==> src/dfcc_cfg.svh <==
// Purpose: constants for the daisy frame crc check block
// Assumes: byte-wide frame stream on the device clock
// Notes: behaviour of the block is listed below
// Behaviour
// - crc-16, poly x^16+x^15+x^2+1, reflected 0xa001 form, preset all ones.
// - receiver checks whole frame including crc bytes; zero remainder means good.
// - check evaluated first; failed frame dropped, command never executed.
// - failed frame gets no other framing checks; only crc fault reported.
// - failed frame is still relayed onward byte by byte.
// - bytes go out lsb first; crc consumes bits in that serial order.
// - transmitter covers every byte except the crc bytes.
// - transmitter appends 16-bit remainder as two trailing bytes.
// - each division step xors generator into leading 17 bits until 16 remain.
// - every command frame propagates along the chain whatever its address.
// - single read answered only by device whose address matches.
// - addressed device, if not still sending a response, returns response with data length equal to request.
// - read data byte is length minus one, 0..127 gives 1..128 bytes.
`ifndef DFCC_CFG_SVH
`define DFCC_CFG_SVH
`define DFCC_CRC_PRESET  16'hffff
`define DFCC_CRC_POLY_R  16'ha001
`define DFCC_CRC_GOOD    16'h0000
`define DFCC_FT_BIT      7
`define DFCC_REQ_HI      6
`define DFCC_REQ_LO      4
`define DFCC_SIZE_HI     2
`define DFCC_SIZE_LO     0
`define DFCC_REQ_SREAD   3'h0
`define DFCC_LEN_MASK    8'h7f
`define DFCC_RSP_HDR     8'h00
`define DFCC_CMD_LEN     7'h07
`endif

==> src/dfcc_pkg.sv <==
package dfcc_pkg;
  typedef enum logic [2:0] {
    DFCC_RX_INIT = 3'b000,
    DFCC_RX_ADDR = 3'b001,
    DFCC_RX_RAH  = 3'b010,
    DFCC_RX_RAL  = 3'b011,
    DFCC_RX_DATA = 3'b100,
    DFCC_RX_CRC  = 3'b101
  } dfcc_rx_t;
  typedef enum logic [2:0] {
    DFCC_TX_IDLE = 3'b000,
    DFCC_TX_HDR  = 3'b001,
    DFCC_TX_ADDR = 3'b010,
    DFCC_TX_RAH  = 3'b011,
    DFCC_TX_RAL  = 3'b100,
    DFCC_TX_DATA = 3'b101,
    DFCC_TX_CRCL = 3'b110,
    DFCC_TX_CRCH = 3'b111
  } dfcc_tx_t;
endpackage

==> src/dfcc_crc_byte.sv <==
// Purpose: one-byte step of the frame crc, serial bit order
// Assumes: combinational, used for both receive and transmit
// Notes: unrolled over eight bits, lsb first
`timescale 1ns/100ps
`include "dfcc_cfg.svh"
module dfcc_crc_byte (
  input  wire logic [15:0] crc_in,
  input  wire logic [7:0]  data_in,
  output logic      [15:0] crc_out
);
  logic [15:0] c;
  always_comb begin
    c = crc_in;
    for (int i = 0; i < 8; i++) begin
      // reflected form: the shift-out bit stands for the leading of 17 bits
      if (c[0] ^ data_in[i]) begin
        c = (c >> 1) ^ `DFCC_CRC_POLY_R;
      end else begin
        c = c >> 1;
      end
    end
    crc_out = c;
  end
endmodule

==> src/dfcc_top.sv <==
// Purpose: crc check on received frames, relay, single-read answer with crc
// Assumes: frame bytes arrive on rx_valid with rx_last on the final crc byte
// Notes: register contents come from a read port with one-cycle latency
`timescale 1ns/100ps
`include "dfcc_cfg.svh"
module dfcc_top
  import dfcc_pkg::*;
(
  input  wire logic        clk,
  input  wire logic        reset,
  input  wire logic [7:0]  dev_addr,
  input  wire logic        rx_valid,
  input  wire logic [7:0]  rx_byte,
  input  wire logic        rx_last,
  output logic             fwd_valid,
  output logic [7:0]       fwd_byte,
  output logic             cmd_ok,
  output logic [15:0]      cmd_reg_addr,
  output logic [7:0]       cmd_len_m1,
  output logic             crc_fault,
  input  wire logic        fault_clear,
  output logic             rd_req,
  output logic [15:0]      rd_addr,
  input  wire logic [7:0]  rd_data,
  output logic             tx_valid,
  output logic [7:0]       tx_byte,
  input  wire logic        tx_ready,
  output logic             tx_busy
);
  dfcc_rx_t    rx_state_reg;
  logic [15:0] rx_crc_reg;
  logic [15:0] rx_crc_next;
  logic [7:0]  init_reg;
  logic [7:0]  addr_reg;
  logic [15:0] ra_reg;
  logic [7:0]  data_reg;
  logic        sread_hit;
  dfcc_tx_t    tx_state_reg;
  logic [15:0] tx_crc_reg;
  logic [15:0] tx_crc_next;
  logic [7:0]  tx_cnt_reg;
  logic [15:0] tx_ra_reg;
  logic [7:0]  tx_len_reg;
  logic [7:0]  tx_byte_next;
  logic        tx_fire;
  logic        rd_wait_reg;

  dfcc_crc_byte u_rx_crc (
    .crc_in  (rx_crc_reg),
    .data_in (rx_byte),
    .crc_out (rx_crc_next)
  );

  dfcc_crc_byte u_tx_crc (
    .crc_in  (tx_crc_reg),
    .data_in (tx_byte_next),
    .crc_out (tx_crc_next)
  );

  // relay every byte unchanged, good or bad, whoever is addressed
  always_ff @(posedge clk or posedge reset) begin
    if (reset) begin
      fwd_valid <= 1'b0;
      fwd_byte  <= 8'h00;
    end else begin
      fwd_valid <= rx_valid;
      fwd_byte  <= rx_byte;
    end
  end

  // receive field tracking; the fixed seven-byte read frame is the only one decoded
  always_ff @(posedge clk or posedge reset) begin
    if (reset) begin
      rx_state_reg <= DFCC_RX_INIT;
      init_reg     <= 8'h00;
      addr_reg     <= 8'h00;
      ra_reg       <= 16'h0000;
      data_reg     <= 8'h00;
    end else if (rx_valid) begin
      if (rx_last) begin
        rx_state_reg <= DFCC_RX_INIT;
      end else begin
        unique case (rx_state_reg)
          DFCC_RX_INIT: begin
            init_reg     <= rx_byte;
            rx_state_reg <= DFCC_RX_ADDR;
          end
          DFCC_RX_ADDR: begin
            addr_reg     <= rx_byte;
            rx_state_reg <= DFCC_RX_RAH;
          end
          DFCC_RX_RAH: begin
            ra_reg[15:8] <= rx_byte;
            rx_state_reg <= DFCC_RX_RAL;
          end
          DFCC_RX_RAL: begin
            ra_reg[7:0]  <= rx_byte;
            rx_state_reg <= DFCC_RX_DATA;
          end
          DFCC_RX_DATA: begin
            data_reg     <= rx_byte;
            rx_state_reg <= DFCC_RX_CRC;
          end
          DFCC_RX_CRC: begin
            rx_state_reg <= DFCC_RX_CRC;
          end
          default: begin
            rx_state_reg <= DFCC_RX_INIT;
          end
        endcase
      end
    end
  end

  // running check over the whole frame including its crc bytes
  always_ff @(posedge clk or posedge reset) begin
    if (reset) begin
      rx_crc_reg <= `DFCC_CRC_PRESET;
    end else if (rx_valid) begin
      rx_crc_reg <= rx_last ? `DFCC_CRC_PRESET : rx_crc_next;
    end
  end

  // decode only after the check passes; a failed frame skips every other test
  assign sread_hit = init_reg[`DFCC_FT_BIT]
                   && (init_reg[`DFCC_REQ_HI:`DFCC_REQ_LO] == `DFCC_REQ_SREAD)
                   && (init_reg[`DFCC_SIZE_HI:`DFCC_SIZE_LO] == 3'h0)
                   && (addr_reg == dev_addr);

  always_ff @(posedge clk or posedge reset) begin
    if (reset) begin
      cmd_ok       <= 1'b0;
      cmd_reg_addr <= 16'h0000;
      cmd_len_m1   <= 8'h00;
    end else begin
      // frame length is not verified here: a crc error reports nothing else
      cmd_ok <= rx_valid && rx_last && (rx_crc_next == `DFCC_CRC_GOOD)
                && sread_hit && !tx_busy;
      if (rx_valid && rx_last) begin
        cmd_reg_addr <= ra_reg;
        cmd_len_m1   <= data_reg & `DFCC_LEN_MASK;
      end
    end
  end

  // sticky fault; a new failure in the clear cycle wins
  always_ff @(posedge clk or posedge reset) begin
    if (reset) begin
      crc_fault <= 1'b0;
    end else if (rx_valid && rx_last && (rx_crc_next != `DFCC_CRC_GOOD)) begin
      crc_fault <= 1'b1;
    end else if (fault_clear) begin
      crc_fault <= 1'b0;
    end
  end

  // response byte source per state
  always_comb begin
    unique case (tx_state_reg)
      DFCC_TX_HDR:  tx_byte_next = `DFCC_RSP_HDR | tx_len_reg;
      DFCC_TX_ADDR: tx_byte_next = dev_addr;
      DFCC_TX_RAH:  tx_byte_next = tx_ra_reg[15:8];
      DFCC_TX_RAL:  tx_byte_next = tx_ra_reg[7:0];
      DFCC_TX_DATA: tx_byte_next = rd_data;
      DFCC_TX_CRCL: tx_byte_next = tx_crc_reg[7:0];
      DFCC_TX_CRCH: tx_byte_next = tx_crc_reg[15:8];
      default:      tx_byte_next = 8'h00;
    endcase
  end

  // data states wait one cycle for the registered read port
  assign tx_fire = (tx_state_reg != DFCC_TX_IDLE) && (!tx_valid || tx_ready)
                   && !(tx_state_reg == DFCC_TX_DATA && rd_wait_reg);
  assign tx_busy = (tx_state_reg != DFCC_TX_IDLE);

  always_ff @(posedge clk or posedge reset) begin
    if (reset) begin
      rd_wait_reg <= 1'b0;
      rd_req      <= 1'b0;
      rd_addr     <= 16'h0000;
    end else begin
      rd_req      <= 1'b0;
      rd_wait_reg <= 1'b0;
      if (tx_fire && (tx_state_reg == DFCC_TX_RAL || tx_state_reg == DFCC_TX_DATA)
          && !(tx_state_reg == DFCC_TX_DATA && tx_cnt_reg == 8'h00)) begin
        rd_req      <= 1'b1;
        rd_wait_reg <= 1'b1;
        rd_addr     <= (tx_state_reg == DFCC_TX_RAL) ? tx_ra_reg : rd_addr + 16'h0001;
      end
    end
  end

  // response sequencer: header, address, register address, data, crc
  always_ff @(posedge clk or posedge reset) begin
    if (reset) begin
      tx_state_reg <= DFCC_TX_IDLE;
      tx_crc_reg   <= `DFCC_CRC_PRESET;
      tx_cnt_reg   <= 8'h00;
      tx_ra_reg    <= 16'h0000;
      tx_len_reg   <= 8'h00;
      tx_valid     <= 1'b0;
      tx_byte      <= 8'h00;
    end else begin
      if (tx_valid && tx_ready) begin
        tx_valid <= 1'b0;
      end
      if (tx_state_reg == DFCC_TX_IDLE) begin
        if (cmd_ok) begin
          tx_state_reg <= DFCC_TX_HDR;
          tx_crc_reg   <= `DFCC_CRC_PRESET;
          tx_ra_reg    <= cmd_reg_addr;
          tx_len_reg   <= cmd_len_m1;
          tx_cnt_reg   <= cmd_len_m1;
        end
      end else if (tx_fire) begin
        tx_valid <= 1'b1;
        tx_byte  <= tx_byte_next;
        if (tx_state_reg != DFCC_TX_CRCL && tx_state_reg != DFCC_TX_CRCH) begin
          tx_crc_reg <= tx_crc_next;
        end
        unique case (tx_state_reg)
          DFCC_TX_HDR:  tx_state_reg <= DFCC_TX_ADDR;
          DFCC_TX_ADDR: tx_state_reg <= DFCC_TX_RAH;
          DFCC_TX_RAH:  tx_state_reg <= DFCC_TX_RAL;
          DFCC_TX_RAL:  tx_state_reg <= DFCC_TX_DATA;
          DFCC_TX_DATA: begin
            if (tx_cnt_reg == 8'h00) begin
              tx_state_reg <= DFCC_TX_CRCL;
            end else begin
              tx_cnt_reg <= tx_cnt_reg - 8'h01;
            end
          end
          DFCC_TX_CRCL: tx_state_reg <= DFCC_TX_CRCH;
          DFCC_TX_CRCH: tx_state_reg <= DFCC_TX_IDLE;
          default:      tx_state_reg <= DFCC_TX_IDLE;
        endcase
      end
    end
  end
endmodule

==> config.mk <==
export PLATFORM = sky130hd
export DESIGN_NAME = dfcc_top
export DESIGN_NICKNAME = d
export VERILOG_FILES = /design/src/dfcc_pkg.sv /design/src/dfcc_crc_byte.sv /design/src/dfcc_top.sv
export VERILOG_INCLUDE_DIRS = /design/src /design/src/src
export SDC_FILE = /design/constraint.sdc
export NUM_CORES = 1
export LEC_CHECK = 0
export BUFFER_PORTS_ARGS = -buffer_cell sky130_fd_sc_hd__buf_4
export CAP_MARGIN = 20
export CELL_PAD_IN_SITES_DETAIL_PLACEMENT = 2
export CELL_PAD_IN_SITES_GLOBAL_PLACEMENT = 2
export CORE_ASPECT_RATIO = 1.5
export CORE_MARGIN = 8
export CORE_UTILIZATION = 39
export DETAILED_ROUTE_END_ITERATION = 16
export PLACE_DENSITY = 0.81
export SETUP_SLACK_MARGIN = 0.3
export SLEW_MARGIN = 0
export SYNTH_ARGS = -nofsm -noshare
export SYNTH_HDL_FRONTEND = slang
export SYNTH_HIERARCHICAL = 1
export SYNTH_SLANG_ARGS = --single-unit
==> constraint.sdc <==
create_clock -name clk -period 7.4 [get_ports clk]
set_clock_uncertainty 0.15 [all_clocks]
set_input_delay 1.11 -clock clk [delete_from_list [all_inputs] [get_ports clk]]
set_output_delay 1.11 -clock clk [all_outputs]
set_load 0.005 [all_outputs]
== Yosys cells after proc, flatten, opt, wreduce, memory -nomap -nowiden ==
Cells that the tools add are included.

* Input port bits: 30
* Bits in registers: 168
* Output and inout bits: 62

* Reductions and logical operators: 45
* Add/subtract/negate cells: 2
* Multiplexer cells: 41
* Bitwise logic cells: 34
* Equal/unequal tests: 18

{| class="wikitable"
|+ Operators by type and width
! kind !! number
|-
| 16-bit two-way mux || 22
|-
| 8-bit one-hot mux with 7 select lines || 1
|-
| 2-bit NOT with 3-bit output || 16
|-
| 8-bit two-way mux || 5
|-
| 3-bit AND reduction || 7
|-
| 3-bit == test, second input constant || 6
|-
| 3-bit one-hot mux with 6 select lines || 1
|-
| 16-bit by 1-bit adder with 16-bit output, second input constant || 1
|-
| 1-bit logical AND || 16
|-
| 16-bit zero test || 1
|-
| 16-bit nonzero test || 1
|-
| 1-bit XOR || 16
|-
| 3-bit two-way mux || 5
|-
| 3-bit one-hot mux with 5 select lines || 1
|-
| 3-bit by 2-bit == test with 1-bit output, second input constant || 4
|-
| 3-bit zero test || 4
|-
| 8-bit == test || 1
|-
| 8-bit zero test || 1
|-
| 2-bit nonzero test || 4
|-
| 8-bit by 1-bit subtractor with 8-bit output, second input constant || 1
|-
| 3-bit by 1-bit == test with 1-bit output, second input constant || 2
|-
| 1-bit two-way mux || 6
|-
| 3-bit inequality test, second input constant || 2
|-
| 1-bit zero test || 4
|-
| other kinds (9) || 12
|}

== Depth between registers and ports, before layout ==
* Depth after elaboration: 21
* Mapped depth: 13

== Modules after synthesis ==
Netlist, hierarchy kept.

{| class="wikitable"
|+ Modules (own cells, without submodules)
! module !! instances !! area each (sq um) !! cells an instance
|-
| dfcc_top || 1 || 7508.5 || 645
|-
| dfcc_crc_byte || 2 || 251.5 || 26
|}

== Worst setup path before layout ==
Ideal clock, no wire load.

* Path type: input port to flip-flop
* Start: in rx_byte[2]
* End: reg crc_fault
* Slack: 4182 ps
* Arrival time: 2947 ps
* Library setup time: 122 ps
* Buffers on the path: 0
* Cell stages on the path: 7
* Cell sequence: xnor2_1 > xnor2_1 > xor3_2 > xnor3_1 > nor4_1 > nand4_1 > a32o_1

{| class="wikitable"
|+ RTL lines
! what !! line !! RTL
|-
| from (decl) || dfcc_top.sv:13 || <nowiki>input wire logic [7:0] rx_byte,</nowiki>
|-
| 1-bit XOR * || dfcc_crc_byte.sv:16 || <nowiki>if (c[0] ^ data_in[i]) begin</nowiki>
|-
| 16-bit two-way mux * || dfcc_crc_byte.sv:16 ||
|-
| 1-bit XOR * || dfcc_crc_byte.sv:16 ||
|-
| 16-bit two-way mux * (5 in a row) || dfcc_crc_byte.sv:16 ||
|-
| net rx_crc_next[9] || dfcc_top.sv:32 || <nowiki>logic [15:0] rx_crc_next;</nowiki>
|-
| 16-bit nonzero test (no line) * || - ||
|-
| 1-bit logical AND * || dfcc_top.sv:150 || <nowiki>end else if (rx_valid && rx_last && (rx_crc_next != `DFCC_CRC_GOOD)) begin</nowiki>
|-
| 1-bit two-way mux or 2-bit nonzero test (tied branches) || - ||
|-
| to (signal assigned) || dfcc_top.sv:149 || <nowiki>crc_fault <= 1'b0;</nowiki>
|-
| to (signal assigned) || dfcc_top.sv:151 || <nowiki>crc_fault <= 1'b1;</nowiki>
|-
| to (signal assigned) || dfcc_top.sv:153 || <nowiki>crc_fault <= 1'b0;</nowiki>
|-
| to (decl) || dfcc_top.sv:20 || <nowiki>output logic crc_fault,</nowiki>
|}

The timed path passes the listed nets; every way through them passes the cells marked *.
A chain may end at the register's enable or synchronous reset.

== Final worst setup path ==
* Start: reg tx_state_reg[0]
* End: out tx_busy

* Cells in the longest elaborated chain, start to end: 1

{| class="wikitable"
|+ RTL lines
! what !! line !! RTL
|-
| from (decl) || dfcc_top.sv:38 || <nowiki>dfcc_tx_t tx_state_reg;</nowiki>
|-
| from (signal assigned) || dfcc_top.sv:196 || <nowiki>tx_state_reg <= DFCC_TX_IDLE;</nowiki>
|-
| from (signal assigned) || dfcc_top.sv:209 || <nowiki>tx_state_reg <= DFCC_TX_HDR;</nowiki>
|-
| from (signal assigned) || dfcc_top.sv:222 || <nowiki>DFCC_TX_HDR: tx_state_reg <= DFCC_TX_ADDR;</nowiki>
|-
| 3-bit nonzero test || dfcc_top.sv:174 || <nowiki>assign tx_busy = (tx_state_reg != DFCC_TX_IDLE);</nowiki>
|-
| to (decl) || dfcc_top.sv:28 || <nowiki>output logic tx_busy</nowiki>
|}

Every way passes these cells.

==> flow_summary.yaml <==
worst_setup_path:
  critPathKind: "flip-flop to primary output"
  timing.critical_path.to_type: "primary output"
  setup.worst_path.start_class: "flip-flop"
  cp_data_arrival_time_ns: 2.70
  slowest_stage: "ha_1"
  crit_path_cell_trace: "inv_1 -> ha_1 -> nor2b_1 -> buf_4 -> inv_1 -> buf_4"
  critical-path-max-stage-delay_ns: 0.55
  critical_path_required_ns: 6.14
  critical_path.max_fanout: 27
finish:
  layout.nets: 801
  final.fill_count: 1998
  multiInputGateArea_um2: 3430
  area.growth.synth_to_final_pct: 18.5
  share_of_layout_cells_above_drive_strength_1: 0.335
  final_core_util: 0.468
  num_antenna_cells: 0
  regArea_um2: 4220
clocking:
  clk_latency_ns: 0.44
  postCtsHoldBufs: 0
  post_cts_buffers: 0
  clk_root_buffer_cell: "clkbuf_16"
  post_cts_resize_count: 0
  cts-buffers-inserted: 17
  cts.htree.levels: 4
  numClockSinks: 167
  tritoncts: "built"
  max-clock-path-buffers: 2
  clkSlewWorstSetupHoldPaths_ns: 0.07
synth:
  synth_flop_cell: "dfrtp_1"
  synth_top_family_by_area: "multiplexers"
  ys_top_cells_by_count: "135 x dfrtp_1, 92 x mux2_2, 65 x nor2_1"
  synth.top_cell.area_share: 0.422
  share_of_synthesized_cell_area_in_and_or_nand_and_nor_gates: 0.0920
  netlist.top_cell.by_area: "dfrtp_1"
  synth_area_per_cell_um2: 11.5
  synth.top_cells.by_area: "dfrtp_1 42%, mux2_2 13%, dfstp_2 10%"
  postSynthNetCount: 734
  ys_async_sr_fraction: 1.00
  synth-adder-area-share: 0.0109
  cells_after_synth: 697
  yosys.cell_count.top_type: "dfrtp_1"
  synth_warnings: 6
  muxShareOfSynthArea: 0.149
  post_synthesis_cell_type_count: 61
  complex_gate_fraction_of_the_synthesized_area: 0.112
  summed_instance_area_of_the_synthesized_netlist_um2: 8010
  synth-edff-count: 0
  synth_seq_area_share: 0.527
  synth_seq_cells: 167
  post_synth_xor_area_fraction: 0.0633
floorplan:
  floorplan.die.height_um: 192
  floorplan.initialDensity: 0.395
  coreArea_um2: 20300
  design.die.area_um2: 25500
  ios: 92
  floorplan.rows: 64
  die_width_um: 133
global_routing:
  grt_pass1_vias: 6746
  aggregate_global_route_resource_usage: 0.213
  grt_pass1_wl_mm: 41.2
  pin_count_of_the_biggest_net_entering_global_routing: 100
  antenna_found_initial: 0
  globalRouteOverflowTotal: 0
detailed_routing:
  routed-via-count: 5894
  first_pass_iters: 4
  routed_wirelength_mm: 26.4
  route.detailed.drc: 0
  detail_route.wl_per_cell_um: 25.3
  ant_nets: 0
  avgViaCountPerCell: 5.66
  drt_iter0_drc: 340
power:
  totalPowerFinal_mw: 2.95
  p_leak_nw: 4.34
  power.density_cell_area_nw_per_um2: 311
  irDropWorstVdd_mv: 0.183
placed_design:
  place.port_buffers: 90
  place.gp.congestion: 0.875
  hpwlAfterDp_mm: 18.8
run:
  cap_violations: 0
sta:
  max-slew-margin-rel: 0.324
  timing.final.crit_share: 0.535
  timing.final.max_slew_violations: 0
  final.setup.tns_ns: 0
  worstMarginPinSlew_ns: 1.01
  final_min_period_ns: 3.96
  fmax_mhz: 253
  unrepaired_setup_endpoints_after_global_routing: "false"
  hold_fails_final_rpt: 0
  report.final.setup_viol: 0
min_path:
  hp-class: "flip-flop to flip-flop"
outcome:
  status: "finished, final reports clean"
-- routing by layer --
metal	global-route usage	vias up	part of all wire
met5	0	-	0
met4	0.110	0	0.038
met3	0.0392	57	0.032
met2	0.395	138	0.56
met1	0.223	3096	0.37
li1	-	2603	-
-- worst max-delay path, delay by kind of cell, from the launching register on --
| kind | cells | cell delay, ns |
|---|---|---|
| DFF | 1 | 0.42 |
| and+or+nand+nor | 1 | 0.23 |
| buffers and inverters | 4 | 1.04 |
| adders and majority gates | 1 | 0.55 |
-- kinds of logic after synthesis --
group	after synthesis
flip-flops	167
AND/OR/NAND/NOR	157
AO/OA/AOI/OAI	132
multiplexers	108
buffers and inverters	74
XOR/XNOR	51
adder cells (fa/ha/maj)	7
other	1
-- layout make-up --
cell class              instances  area share
multi-input cells             456       0.361
flip-flops and latches        167       0.445
clock buffers                  20      0.0481
inverters                      28      0.0119
well taps                     264      0.0348
clock inverters                12      0.0232
repair buffers                 94      0.0765
-- cells in the final DEF, fill, tap and decap left out, drive strengths merged, types with 9 or more instances in the layout --
cell      n
mux2i    16
nand3    15
dfstp    32
nor2     65
xor2     14
a21oi    42
clkbuf   20
and3     10
inv      28
dfrtp   135
buf      94
o21ai    21
nor4      9
mux2     92
nand2    32
xnor2    33
a22oi    20
-- per-stage QoR --
stage	setup WS (ns)	std cells	area, um^2	hold WS [ns]
6_report	3.44	1041	9490	0.340
2_1_floorplan	1.67	697	8010	0.302
3_5_place_dp	3.65	1008	8790	0.327
4_1_cts	3.43	1040	9460	0.341
5_1_grt	3.28	1041	9490	0.357
3_3_place_gp	3.82	1008	8790	0.315
-- where the power goes --
| group | switching (mW) | internal, mW | total, mW |
|---|---|---|---|
| clock | 0.379 | 0.651 | 1.03 |
| combinational | 0.278 | 0.328 | 0.606 |
| sequential | 0.189 | 1.12 | 1.31 |
| total | 0.846 | 2.10 | 2.95 |
-- path summary, 6_finish.rpt --
kind                                  from             to  slack (ns)  depth (start not counted)
setup / recovery           tx_state_reg[0]        tx_busy        3.44                          6
hold / removal               tx_crc_reg[9]  tx_crc_reg[9]        0.34                          2
setup reg to reg           tx_state_reg[1]  tx_crc_reg[0]        3.67                         11
hold reg to reg              tx_crc_reg[9]  tx_crc_reg[9]        0.34                          2
max in group asynchronous            reset      ra_reg[9]        4.95                          3
min in group asynchronous            reset     rd_addr[9]        0.73                          2
Note: power is estimated with default switching activity, not from simulation.
